[src/hdl/msicp_pkg.sv]
// Package for the message signaled interrupt capability port.
// Assumes a 32-bit AXI4-Lite register bus and a single clock domain.
package msicp_pkg;

    localparam logic [11:0] MSICP_OFS_CONTROL   = 12'h0d0;
    localparam logic [11:0] MSICP_OFS_LOWER     = 12'h0d4;
    localparam logic [11:0] MSICP_OFS_UPPER     = 12'h0d8;
    localparam logic [11:0] MSICP_OFS_PAYLOAD   = 12'h0dc;
    localparam logic [11:0] MSICP_OFS_EVENT     = 12'h0e0;

    localparam logic [7:0]  MSICP_CAP_ID        = 8'h05;
    localparam logic [7:0]  MSICP_NEXT_PTR_RST  = 8'h00;
    localparam logic [2:0]  MSICP_REQ_COUNT     = 3'h0;
    localparam logic [2:0]  MSICP_ALLOC_RST     = 3'h0;
    localparam logic        MSICP_WIDE_CAPABLE  = 1'h1;
    localparam logic [31:0] MSICP_ADDR_RST      = 32'h00000000;
    localparam logic [15:0] MSICP_PAYLOAD_RST   = 16'h0000;

    localparam int MSICP_ID_LO      = 0;
    localparam int MSICP_NXT_LO     = 8;
    localparam int MSICP_EN_BIT     = 16;
    localparam int MSICP_REQ_LO     = 17;
    localparam int MSICP_ALLOC_LO   = 20;
    localparam int MSICP_WIDE_BIT   = 23;

    localparam logic [1:0] MSICP_RESP_OKAY   = 2'h0;
    localparam logic [1:0] MSICP_RESP_SLVERR = 2'h2;

    // One posted memory write towards the root
    typedef struct packed {
        logic [63:0] address;
        logic        wide;
        logic [31:0] data;
    } msicp_msg_t;

endpackage

[src/hdl/msicp_port.sv]
// Message signaled interrupt capability port with AXI4-Lite register access.
// Assumes the upstream request path accepts one message with msgValid/msgReady.
//
// Notes on behaviour
// [RULE1] Capability identifier bits 7:0 read-only, value 0x5.
// [RULE2] Next pointer bits 15:8 reset 0x0, writable only when lock is open.
// [RULE3] Enable bit 16 resets zero; no messages sent while it is zero.
// [RULE4] Requested message count bits 19:17 read-only zero.
// [RULE5] Allocated count bits 22:20 reset zero; one message always used.
// [RULE6] Bit 23 reads one (64-bit capable); bits 31:24 read zero.
// [RULE7] Lower address bits 31:2 read/write reset zero; bits 1:0 read zero.
// [RULE8] Nonzero upper address selects 64-bit message address, else 32-bit.
// [RULE9] Payload bits 15:0 read/write; bits 31:16 read zero.
// [RULE10] Software must program addresses that route to the root port.
// [RULE11] Enabled event issues one memory write, payload low, zeros above.
//
// Added by the designer: the AXI4-Lite slave port.
`timescale 1ns/1ps

module msicp_port
    import msicp_pkg::*;
(
    input  wire logic        clock,
    input  wire logic        sys_rst,
    input  wire logic        cfgWriteLock,
    input  wire logic        irqEvent,
    output msicp_msg_t       msgOut,
    output logic             msgValid,
    input  wire logic        msgReady,
    output logic             msgPending,
    input  wire logic [11:0] s_axi_awaddr,
    input  wire logic        s_axi_awvalid,
    output logic             s_axi_awready,
    input  wire logic [31:0] s_axi_wdata,
    input  wire logic [3:0]  s_axi_wstrb,
    input  wire logic        s_axi_wvalid,
    output logic             s_axi_wready,
    output logic [1:0]       s_axi_bresp,
    output logic             s_axi_bvalid,
    input  wire logic        s_axi_bready,
    input  wire logic [11:0] s_axi_araddr,
    input  wire logic        s_axi_arvalid,
    output logic             s_axi_arready,
    output logic [31:0]      s_axi_rdata,
    output logic [1:0]       s_axi_rresp,
    output logic             s_axi_rvalid,
    input  wire logic        s_axi_rready
);

    logic [7:0]  nextPtr_q;
    logic        enable_q;
    logic [2:0]  allocCount_q;
    logic [29:0] lowerAddr_q;
    logic [31:0] upperAddr_q;
    logic [15:0] payload_q;
    logic [11:0] awAddr_q;
    logic        awHeld_q;
    logic [31:0] wData_q;
    logic [3:0]  wStrb_q;
    logic        wHeld_q;
    logic        bValid_q;
    logic [1:0]  bResp_q;
    logic        rValid_q;
    logic [31:0] rData_q;
    logic [1:0]  rResp_q;
    logic        pend_q;
    msicp_msg_t  msg_q;
    logic        msgValid_q;
    logic        swTrigger;

    // Write channels are taken independently and joined once both are held
    assign s_axi_awready = !awHeld_q && !bValid_q;
    assign s_axi_wready  = !wHeld_q && !bValid_q;
    wire         doWrite = awHeld_q && wHeld_q && !bValid_q;
    wire  [11:0] wAddr   = {awAddr_q[11:2], 2'b00};

    wire wrCtrl    = doWrite && (wAddr == MSICP_OFS_CONTROL);
    wire wrLower   = doWrite && (wAddr == MSICP_OFS_LOWER);
    wire wrUpper   = doWrite && (wAddr == MSICP_OFS_UPPER);
    wire wrPayload = doWrite && (wAddr == MSICP_OFS_PAYLOAD);
    wire wrEvent   = doWrite && (wAddr == MSICP_OFS_EVENT);
    wire wrHit     = wrCtrl || wrLower || wrUpper || wrPayload || wrEvent;

    // Byte-lane merge against the current value of each register
    function automatic logic [31:0] merge(input logic [31:0] old, input logic [31:0] nw,
                                          input logic [3:0] strb);
        logic [31:0] r;
        r = old;
        for (int i = 0; i < 4; i++) begin
            if (strb[i]) begin
                r[i*8 +: 8] = nw[i*8 +: 8];
            end
        end
        return r;
    endfunction

    wire [31:0] ctrlWord = {8'h00, MSICP_WIDE_CAPABLE, allocCount_q, MSICP_REQ_COUNT,
                            enable_q, nextPtr_q, MSICP_CAP_ID};          // RULE1 RULE4 RULE6
    wire [31:0] ctrlNew  = merge(ctrlWord, wData_q, wStrb_q);
    wire [31:0] lowNew   = merge({lowerAddr_q, 2'b00}, wData_q, wStrb_q);
    wire [31:0] upNew    = merge(upperAddr_q, wData_q, wStrb_q);
    wire [31:0] payNew   = merge({16'h0000, payload_q}, wData_q, wStrb_q);
    assign swTrigger = wrEvent && wStrb_q[0] && wData_q[0];

    always_ff @(posedge clock or posedge sys_rst) begin
        if (sys_rst) begin
            awHeld_q <= 1'b0;
            awAddr_q <= 12'h000;
        end else if (s_axi_awvalid && s_axi_awready) begin
            awHeld_q <= 1'b1;
            awAddr_q <= s_axi_awaddr;
        end else if (doWrite) begin
            awHeld_q <= 1'b0;
        end
    end

    always_ff @(posedge clock or posedge sys_rst) begin
        if (sys_rst) begin
            wHeld_q <= 1'b0;
            wData_q <= 32'h00000000;
            wStrb_q <= 4'h0;
        end else if (s_axi_wvalid && s_axi_wready) begin
            wHeld_q <= 1'b1;
            wData_q <= s_axi_wdata;
            wStrb_q <= s_axi_wstrb;
        end else if (doWrite) begin
            wHeld_q <= 1'b0;
        end
    end

    always_ff @(posedge clock or posedge sys_rst) begin
        if (sys_rst) begin
            bValid_q <= 1'b0;
            bResp_q  <= MSICP_RESP_OKAY;
        end else if (doWrite) begin
            bValid_q <= 1'b1;
            bResp_q  <= wrHit ? MSICP_RESP_OKAY : MSICP_RESP_SLVERR;
        end else if (s_axi_bready) begin
            bValid_q <= 1'b0;
        end
    end
    assign s_axi_bvalid = bValid_q;
    assign s_axi_bresp  = bResp_q;

    always_ff @(posedge clock or posedge sys_rst) begin
        if (sys_rst) begin
            nextPtr_q    <= MSICP_NEXT_PTR_RST;
            enable_q     <= 1'b0;
            allocCount_q <= MSICP_ALLOC_RST;
        end else if (wrCtrl) begin
            if (!cfgWriteLock) begin
                nextPtr_q <= ctrlNew[MSICP_NXT_LO +: 8];            // RULE2
            end
            enable_q     <= ctrlNew[MSICP_EN_BIT];                   // RULE3
            allocCount_q <= ctrlNew[MSICP_ALLOC_LO +: 3];            // RULE5
        end
    end

    always_ff @(posedge clock or posedge sys_rst) begin
        if (sys_rst) begin
            lowerAddr_q <= MSICP_ADDR_RST[31:2];
            upperAddr_q <= MSICP_ADDR_RST;
            payload_q   <= MSICP_PAYLOAD_RST;
        end else begin
            if (wrLower) begin
                lowerAddr_q <= lowNew[31:2];                         // RULE7
            end
            if (wrUpper) begin
                upperAddr_q <= upNew;
            end
            if (wrPayload) begin
                payload_q <= payNew[15:0];                           // RULE9
            end
        end
    end

    // Read path: one registered answer, unmapped offsets give SLVERR and zero
    assign s_axi_arready = !rValid_q;
    wire [11:0] rAddr = {s_axi_araddr[11:2], 2'b00};
    logic [31:0] rSel;
    logic        rHit;
    always_comb begin
        rHit = 1'b1;
        case (rAddr)
            MSICP_OFS_CONTROL: rSel = ctrlWord;
            MSICP_OFS_LOWER:   rSel = {lowerAddr_q, 2'b00};              // RULE7
            MSICP_OFS_UPPER:   rSel = upperAddr_q;
            MSICP_OFS_PAYLOAD: rSel = {16'h0000, payload_q};             // RULE9
            MSICP_OFS_EVENT:   rSel = {31'h00000000, pend_q};
            default: begin
                rSel = 32'h00000000;
                rHit = 1'b0;
            end
        endcase
    end

    always_ff @(posedge clock or posedge sys_rst) begin
        if (sys_rst) begin
            rValid_q <= 1'b0;
            rData_q  <= 32'h00000000;
            rResp_q  <= MSICP_RESP_OKAY;
        end else if (s_axi_arvalid && s_axi_arready) begin
            rValid_q <= 1'b1;
            rData_q  <= rSel;
            rResp_q  <= rHit ? MSICP_RESP_OKAY : MSICP_RESP_SLVERR;
        end else if (s_axi_rready) begin
            rValid_q <= 1'b0;
        end
    end
    assign s_axi_rvalid = rValid_q;
    assign s_axi_rdata  = rData_q;
    assign s_axi_rresp  = rResp_q;

    // Events collapse into one pending bit; with a single vector nothing
    // is gained by counting them, and a new event during send re-arms it
    wire eventIn = irqEvent || swTrigger;
    wire launch  = pend_q && enable_q && !msgValid_q;                // RULE3
    always_ff @(posedge clock or posedge sys_rst) begin
        if (sys_rst) begin
            pend_q <= 1'b0;
        end else if (eventIn) begin
            pend_q <= 1'b1;
        end else if (launch) begin
            pend_q <= 1'b0;
        end
    end

    // Upper address decides the address form; allocated count never widens
    // the vector, so the payload is sent as programmed
    wire wideAddr = (upperAddr_q != 32'h00000000);                   // RULE8
    always_ff @(posedge clock or posedge sys_rst) begin
        if (sys_rst) begin
            msgValid_q <= 1'b0;
            msg_q      <= '0;
        end else if (launch) begin
            msgValid_q    <= 1'b1;                                   // RULE11
            msg_q.address <= wideAddr ? {upperAddr_q, lowerAddr_q, 2'b00}
                                      : {32'h00000000, lowerAddr_q, 2'b00}; // RULE8 RULE10
            msg_q.wide    <= wideAddr;
            msg_q.data    <= {16'h0000, payload_q};                  // RULE11 RULE5
        end else if (msgReady) begin
            msgValid_q <= 1'b0;
        end
    end
    assign msgValid   = msgValid_q;
    assign msgOut     = msg_q;
    assign msgPending = pend_q;

endmodule

[config.mk]
export PLATFORM = sky130hd
export DESIGN_NAME = msicp_port
export DESIGN_NICKNAME = d
export VERILOG_FILES = /design/src/hdl/msicp_pkg.sv /design/src/hdl/msicp_port.sv
export SDC_FILE = /design/constraint.sdc
export NUM_CORES = 1
export LEC_CHECK = 0
export BUFFER_PORTS_ARGS = -buffer_cell sky130_fd_sc_hd__buf_2
export CAP_MARGIN = 20
export CELL_PAD_IN_SITES_DETAIL_PLACEMENT = 1
export CELL_PAD_IN_SITES_GLOBAL_PLACEMENT = 2
export CORE_ASPECT_RATIO = 0.6
export CORE_MARGIN = 4
export CORE_UTILIZATION = 39
export CTS_BUF_LIST = sky130_fd_sc_hd__clkbuf_4
export CTS_CLUSTER_SIZE = 40
export DETAILED_ROUTE_END_ITERATION = 10
export GPL_ROUTABILITY_DRIVEN = 0
export HOLD_SLACK_MARGIN = 0.05
export PLACE_DENSITY = 0.86
export SYNTH_ARGS = -nofsm -noshare
export SYNTH_HDL_FRONTEND = slang
export SYNTH_SLANG_ARGS = --single-unit
[constraint.sdc]
create_clock -name clock -period 11.2 [get_ports clock]
set_input_delay 1.12 -clock clock [delete_from_list [all_inputs] [get_ports clock]]
set_output_delay 1.12 -clock clock [all_outputs]
set_load 0.02 [all_outputs]
==> run metrics, run 1 <==
initial cell density of the core=40.38%; clock buffer depth=3; Final HPWL DP=19670 um; Post-synth EDFFs=0; CP Class=reg2reg; Worst Path Arrival=4.05 ns; synth unique cells=39; total core area=0.02573 mm^2; Synth Flop Type=dfrtp_1; drt pass-1 iters=6; Starting DRT DRC Count=398; Clock power frac=32.6%; row count=45; # IOs=210; Slew Viols, Final=0; Post-synth ARST share=100.0%; synth warn=0; PostCTS Resize Cnt=0; hold slack=0.4756 ns; Req. time, crit path=11.76 ns; TritonCTS buffer count=59; Rel. slew slack=30.51%; Root Buffer=clkbuf_4; antenna violations before repair=5; CTS Sinks=255; Post-CTS Setup Inserts=0; Worst Skew=0.03671 ns; unrepaired setup endpoints after global routing=false; clock-pin slew on the worst setup and hold paths=0.08 ns; class of the worst hold path=reg2reg; P&R area growth vs syn=18.09%; nature of the critical path startpoint=flip-flop; final worst path period share=31.14%; final setup TNS=0 ns; Port Buffers=185; share of power burned in registers=53.9%; synth cell count leaders=dfrtp_1 (255), mux2_2 (216), nand2_1 (33), o21ai_0 (32), clkbuf_1 (26); Yosys top cell by area=dfrtp_1; sw frac=29.01%; largest net degree at the start of global routing=108; Synth Cell Area=0.01039 mm^2; H-tree levels=2; Vias/cell=5.062; total power=2.109 mW; VDD IR max=0.00008137 V; Gate Count Post-Synth=705; top cell type's share of synthesized area=61.41%; top post-synthesis cells by area=dfrtp_1 (61%), mux2_2 (23%), mux4_2 (1.7%); Switching Power=611.8 uW; cell with the most instances after synthesis=dfrtp_1; crit-path max FO=35; Clk Latency, worst-skew pair=0.69 ns; fraction of layout cells with a size suffix above 1=54.14%; WL/cell=21.88 um; first-pass GRT wire length=43660 um; syn_area_per_cell=14.74 um^2; WL final=28580 um; hold buffers post-CTS=0; crit path capture type=flip-flop; Final Hold Vio Count=0; fmax=286.7 MHz; status=completed; post-layout minimum cycle time=3.487 ns; slew at the pin closest to its max-slew limit=1.028 ns; max-cap viol count=0; post-route ant nets=0; sequential share of the synthesized area=61.41%; Pleak=6.481 nW; Vert. Die Dim=134.4 um; die width=218.7 um; Setup Viol. Count Final=0; pwr/cell area=171.9 mW/mm^2; vias post-DR=6611; vias in the first global route=7249; Combinational Power Share=13.5%; die area=0.02941 mm^2; CTS tree=built; Total Routing Usage GR=19.49%; Yosys reg bits=255; Remaining Overflow, GRT=0; Int Pwr=1.497 mW; DR DRC count=0; final net count=991
[worst max-delay path: stages, from the launching register on]
cell and delay, ns:
dfrtp_1 0.39, nand2b_2 0.67, nor4b_1 1.09, nand2_1 0.81, o21ai_0 0.38
[cell type report]
type | instances | area, um^2
clock inverters | 11 | 41.29
clock buffers | 82 | 615.6
well taps | 352 | 440.4
fillers | 2725 | 13460
inverters | 9 | 41.29
flip-flops and latches | 255 | 6381
repair buffers | 192 | 998.5
diodes | 1 | 2.502
multi-input cells | 404 | 3750
[logic make-up (layout without fill, tap and decap cells)]
logic type	after synthesis	after routing	synth area share, %
AOI/OAI and AO/OA	71	71	4.371
buffers and inverters	65	294	3.347
DFF	255	255	61.41
muxes	229	229	25.62
other	1	21	0.03609
and+or+nand+nor	84	84	5.214
[power by group through the flow]
stage	clock, mW	combinational [mW]	sequential, mW
2_1_floorplan	0	0.228	1.11
3_3_place_gp	0	0.276	1.15
3_5_place_dp	0	0.287	1.15
4_1_cts	0.714	0.289	1.14
5_1_grt	0.766	0.312	1.15
6_report	0.688	0.284	1.14
[state kept, by name (all words and copies together) (netlist names), 4 cells and up]
signal       count
msgOut          79
s_axi_rdata     32
upperAddr_q     32
wData_q         32
lowerAddr_q     30
payload_q       16
awAddr_q        10
nextPtr_q        8
wStrb_q          4
[cell usage in the layout, fill, tap and decap left out, types with 5 or more instances in the layout]
master    instances
nor2_1            8
a22oi_1          19
buf_4             6
clkbuf_4         82
mux2_2          216
clkinv_1         10
a21oi_1           6
o21ai_0          32
buf_2           185
a22o_1            9
mux2i_1           5
conb_1           20
dfrtp_1         255
nand2_1          33
nor4_1            8
inv_1             8
mux4_2            8
[through the flow]
step	utilization, %	area [um^2]	cells	setup WS, ns
floorplan	-	10460	724	3.067
global placement	45.02	11580	1211	7.121
detailed placement	45.02	11580	1211	7.005
CTS	47.57	12240	1304	7.691
global route	47.68	12270	1305	7.531
finish	47.69	12270	1306	7.713
[path summary, 6_finish.rpt]
| path | slack [ns] | depth (start not counted) | end | start |
|---|---|---|---|---|
| min reg2reg | 0.48 | 2 | s_axi_rdata[0]$_DFFE_PP0P_ | s_axi_rdata[0]$_DFFE_PP0P_ |
| min in group asynchronous | 0.58 | 2 | wData_q[5]$_DFFE_PP0P_ | sys_rst |
| max in group asynchronous | 9.21 | 3 | wData_q[23]$_DFFE_PP0P_ | sys_rst |
| max | 7.71 | 4 | s_axi_rdata[16]$_DFFE_PP0P_ | s_axi_rvalid$_DFFE_PP0P_ |
| max reg2reg | 7.71 | 4 | s_axi_rdata[16]$_DFFE_PP0P_ | s_axi_rvalid$_DFFE_PP0P_ |
| min | 0.48 | 2 | s_axi_rdata[0]$_DFFE_PP0P_ | s_axi_rdata[0]$_DFFE_PP0P_ |
[layer usage]
| metal | GRT usage, % | vias up | share of wire [%] |
|---|---|---|---|
| met4 | 4.630 | 10 | 1.1 |
| met5 | 0 | - | 0.20 |
| met1 | 28.48 | 3443 | 48 |
| met3 | 5.660 | 39 | 6.5 |
| met2 | 28.84 | 158 | 44 |
| li1 | - | 2961 | - |
No activity file was read; power rests on OpenSTA's default activity.
==> inputs of run 2 (changes only) <==
--- a/config.mk
+++ b/config.mk
@@ -5,19 +5,20 @@
 export SDC_FILE = /design/constraint.sdc
 export NUM_CORES = 1
 export LEC_CHECK = 0
+export ABC_AREA = 1
 export BUFFER_PORTS_ARGS = -buffer_cell sky130_fd_sc_hd__buf_2
 export CAP_MARGIN = 20
 export CELL_PAD_IN_SITES_DETAIL_PLACEMENT = 1
 export CELL_PAD_IN_SITES_GLOBAL_PLACEMENT = 2
 export CORE_ASPECT_RATIO = 0.6
 export CORE_MARGIN = 4
-export CORE_UTILIZATION = 39
+export CORE_UTILIZATION = 31
 export CTS_BUF_LIST = sky130_fd_sc_hd__clkbuf_4
 export CTS_CLUSTER_SIZE = 40
 export DETAILED_ROUTE_END_ITERATION = 10
 export GPL_ROUTABILITY_DRIVEN = 0
 export HOLD_SLACK_MARGIN = 0.05
-export PLACE_DENSITY = 0.86
+export PLACE_DENSITY = 0.83
 export SYNTH_ARGS = -nofsm -noshare
 export SYNTH_HDL_FRONTEND = slang
 export SYNTH_SLANG_ARGS = --single-unit
==> constraint.sdc (replaced) <==
create_clock -name clock -period 3.1 [get_ports clock]
set_input_delay 0.31 -clock clock [delete_from_list [all_inputs] [get_ports clock]]
set_output_delay 0.31 -clock clock [all_outputs]
set_load 0.02 [all_outputs]
==> run 2 against run 1 <==
Effect of this change: sequential power grew to 3.6 times the previous value; sequential share of layout area is 4.9 points lower; largest power group unchanged; register-to-register slack worse by 6.7 ns; count of clock-buffer cells in the layout is 11 higher; largest cell class unchanged.
==> run metrics, run 2 <==
slowest CP cell=nor2_4; Port Buffers=185 (unchanged); die width=250.5 um (+15%); Synth Flop Type=dfrtp_1; RR Endpoint=upperAddr_q[27]$_DFFE_PP0P_; Top delay family on crit path=simple AND/OR/NAND/NOR gates; Switching Power=2.587 mW (+320%); share of power burned in registers=50.3% (-3.6 points); CTS Sinks=255 (unchanged); Synth Cell Area=0.01094 mm^2 (+5.3%); hold buffers post-CTS=52 (+52); Clk Latency, worst-skew pair=0.72 ns (+0.03 ns); Place WS=0.9615 ns (-6.044 ns); synth unique cells=28 (-28%); Remaining Overflow, GRT=0 (unchanged); P&R area growth vs syn=23.88%; post-layout minimum cycle time=2.089 ns (-1.399 ns); Setup WS post-layout=1.011 ns (-6.701 ns); Fillers=4119 (+51%); sequential share of the synthesized area=58.32% (-3.1 points); # IOs=210 (unchanged); Starting DRT DRC Count=619 (+56%); commonest non-fill, non-tap cell in the layout=nand2_1; top cell type's share of synthesized area=58.32% (-3.1 points); fmax=478.8 MHz (+67%); Root Buffer=clkbuf_4; post-route ant nets=0 (unchanged); status=completed; H-tree levels=3 (+1); Reg area=0.006381 mm^2 (unchanged); class of the worst hold path=in2async; total core area=0.03422 mm^2 (+33%); Worst Path Arrival=2.67 ns (-1.38 ns); Yosys top cell by area=dfrtp_1; Combinational Power Share=14.1% (+0.6 points); CP dominant cell by count=nand2_1; crit path capture type=flip-flop; sw frac=31.40% (+2.4 points); synth warn=0 (unchanged); Vert. Die Dim=153.5 um (+14%); Post-CTS Setup Inserts=0 (unchanged); Final HPWL DP=26680 um (+36%); drt pass-1 iters=4 (-2); Post-synth ARST share=100.0% (unchanged); clock-pin slew on the worst setup and hold paths=0.06 ns (-0.02 ns); crit-path max FO=17 (-51%); Vias/cell=4.691 (-7.3%); crit path from=awAddr_q[9]$_DFFE_PP0P_; Yosys reg bits=255 (unchanged); CP Buf/Inv Count=1 (+1); Rel. slew slack=41.41% (+11 points); PostCTS Resize Cnt=0 (unchanged); slew at the pin closest to its max-slew limit=0.8778 ns (-0.1500 ns); CP cell instances=nor2_1 -> nand3_2 -> inv_2 -> nand3b_4 -> nor2_4 -> nand2_1 -> nand2_1 -> nand2_1; Req. time, crit path=3.68 ns (-8.08 ns); Max stage delay on crit path=0.39 ns (-0.70 ns); Clock power frac=35.6% (+3.0 points); VDD IR max=0.0003098 V (+280%); TritonCTS buffer count=68 (+15%); WL final=37130 um (+30%); area of placed instances=0.01224 mm^2 (+5.7%); final worst path period share=67.38% (+36 points); final setup TNS=0 ns (unchanged); final net count=1549 (+56%); Slew Viols, Final=0 (unchanged); Int Pwr=5.652 mW (+280%); unrepaired setup endpoints after global routing=false; final instance area=0.01355 mm^2 (+10%); vias post-DR=9256 (+40%); CP endpoint=upperAddr_q[27]$_DFFE_PP0P_; Worst Skew=0.04049 ns (+0.003775 ns); row count=52 (+16%); first-pass GRT wire length=58210 um (+33%); fin cells=1973 (+51%); Total Routing Usage GR=19.39% (-0.099 points); R2R cell count=8 (+4); Pleak=7.153 nW (+10%); cell with the most instances after synthesis=nand2_1; Setup Viol. Count Final=0 (unchanged); syn_area_per_cell=9.028 um^2 (-39%); most frequent cells in the layout=nand2_1 (378), dfrtp_1 (255), buf_2 (185), nand3_1 (117), o21ai_0 (115); Final Hold Vio Count=0 (unchanged); CTS tree=built; Gate Count Post-Synth=1212 (+72%); hold slack=0.1651 ns (-0.3104 ns); WL/cell=18.82 um (-14%); area of the multi-input gates=0.003760 mm^2 (+0.27%); largest net degree at the start of global routing=101 (-6.5%); DR DRC count=0 (unchanged); die area=0.03846 mm^2 (+31%); antenna violations before repair=3 (-2); Largest register FFs=79 (unchanged); dpl cells=1816 (+50%); clock buffer depth=3 (unchanged); pwr/cell area=607.9 mW/mm^2 (+250%); top post-synthesis cells by area=dfrtp_1 (58%), nand2_1 (13%), nand3_1 (5.4%); CP Class=reg2reg; slack of the worst reg-to-reg path=1.01 ns (-6.70 ns); initial cell density of the core=31.97% (-8.4 points); vias in the first global route=9731 (+34%); nature of the critical path startpoint=flip-flop; worst reg2reg path startpoint=awAddr_q[9]$_DFFE_PP0P_; max-cap viol count=0 (unchanged); Post-synth EDFFs=0 (unchanged); Worst path depth=8 (+4); fraction of layout cells with a size suffix above 1=24.49% (-30 points); synth cell count leaders=nand2_1 (379), dfrtp_1 (255), nand3_1 (118), o21ai_0 (115), inv_1 (107)
==> run 2: changes by cell type in the layout (fill, tap and decap cells not counted), moves of 36 or more <==
| cell | change |
|---|---|
| dlygate4sd3_1 | +52 |
| inv_1 | +98 |
| mux2_2 | -193 |
| nand2_1 | +345 |
| nand3_1 | +115 |
| nor2_1 | +36 |
| o21ai_0 | +83 |
==> run 2: worst min path at each step <==
stage / start / endpoint / slack (ns)
CTS: sys_rst / s_axi_bvalid$_DFFE_PP0P_ / 0.08
floorplan: msgReady / msgValid$_DFFE_PP0P_ / 0.41
finish: sys_rst / s_axi_bvalid$_DFFE_PP0P_ / 0.17
detailed placement: sys_rst / s_axi_bvalid$_DFFE_PP0P_ / 0.34
global route: sys_rst / s_axi_bvalid$_DFFE_PP0P_ / 0.12
global placement: sys_rst / s_axi_bvalid$_DFFE_PP0P_ / 0.34
==> run 2: metrics by stage <==
step / utilization (%) / power (mW)
after floorplan: - / 4.861
after global placement: 35.77 / 5.264
after detailed placement: 35.77 / 5.321
after CTS: 39.58 / 8.362
after global routing: 39.61 / 8.742
final: 39.61 / 8.239
==> run 2: cell families after synthesis <==
family                 count (synthesis)  synth area share [%]
AO/OA/AOI/OAI                        170                 8.393
buffers and inverters                189                 8.130
AND/OR/NAND/NOR                      574                 22.76
multiplexers                          23                 2.367
other                                  1               0.03427
flip-flops                           255                 58.32
==> run 2: area by class of cell <==
| class | instances | share of cell area, % |
|---|---|---|
| diodes | 3 | 0.05539 |
| well taps | 459 | 4.237 |
| multi-input cells | 787 | 27.74 |
| repair buffers | 256 | 12.00 |
| inverters | 111 | 3.102 |
| clock inverters | 9 | 0.6369 |
| clock buffers | 93 | 5.151 |
| flip-flops and latches | 255 | 47.08 |
==> run 2: power groups by stage <==
stage          clock [mW]  combinational (mW)  sequential (mW)
6_report             2.93                1.16             4.15
5_1_grt              3.23                1.31             4.20
4_1_cts              3.05                1.18             4.13
2_1_floorplan           0               0.876             3.98
3_5_place_dp            0                1.12             4.20
3_3_place_gp            0                1.08             4.18
==> run 2: worst register-to-register path: cells and delay by family, from the launching register on <==
family	cells	cell delay [ns]
simple gates	7	1.48
flops	1	0.37
buf+inv	1	0.13
==> run 2: per-layer routing <==
metal | global-route usage, % | up-vias | wire length [um]
met5 | 0 | - | 0
met2 | 27.08 | 236 | 15340
met1 | 29.72 | 4576 | 19170
met4 | 4.671 | 0 | 522
met3 | 5.284 | 50 | 2097
li1 | - | 4394 | -
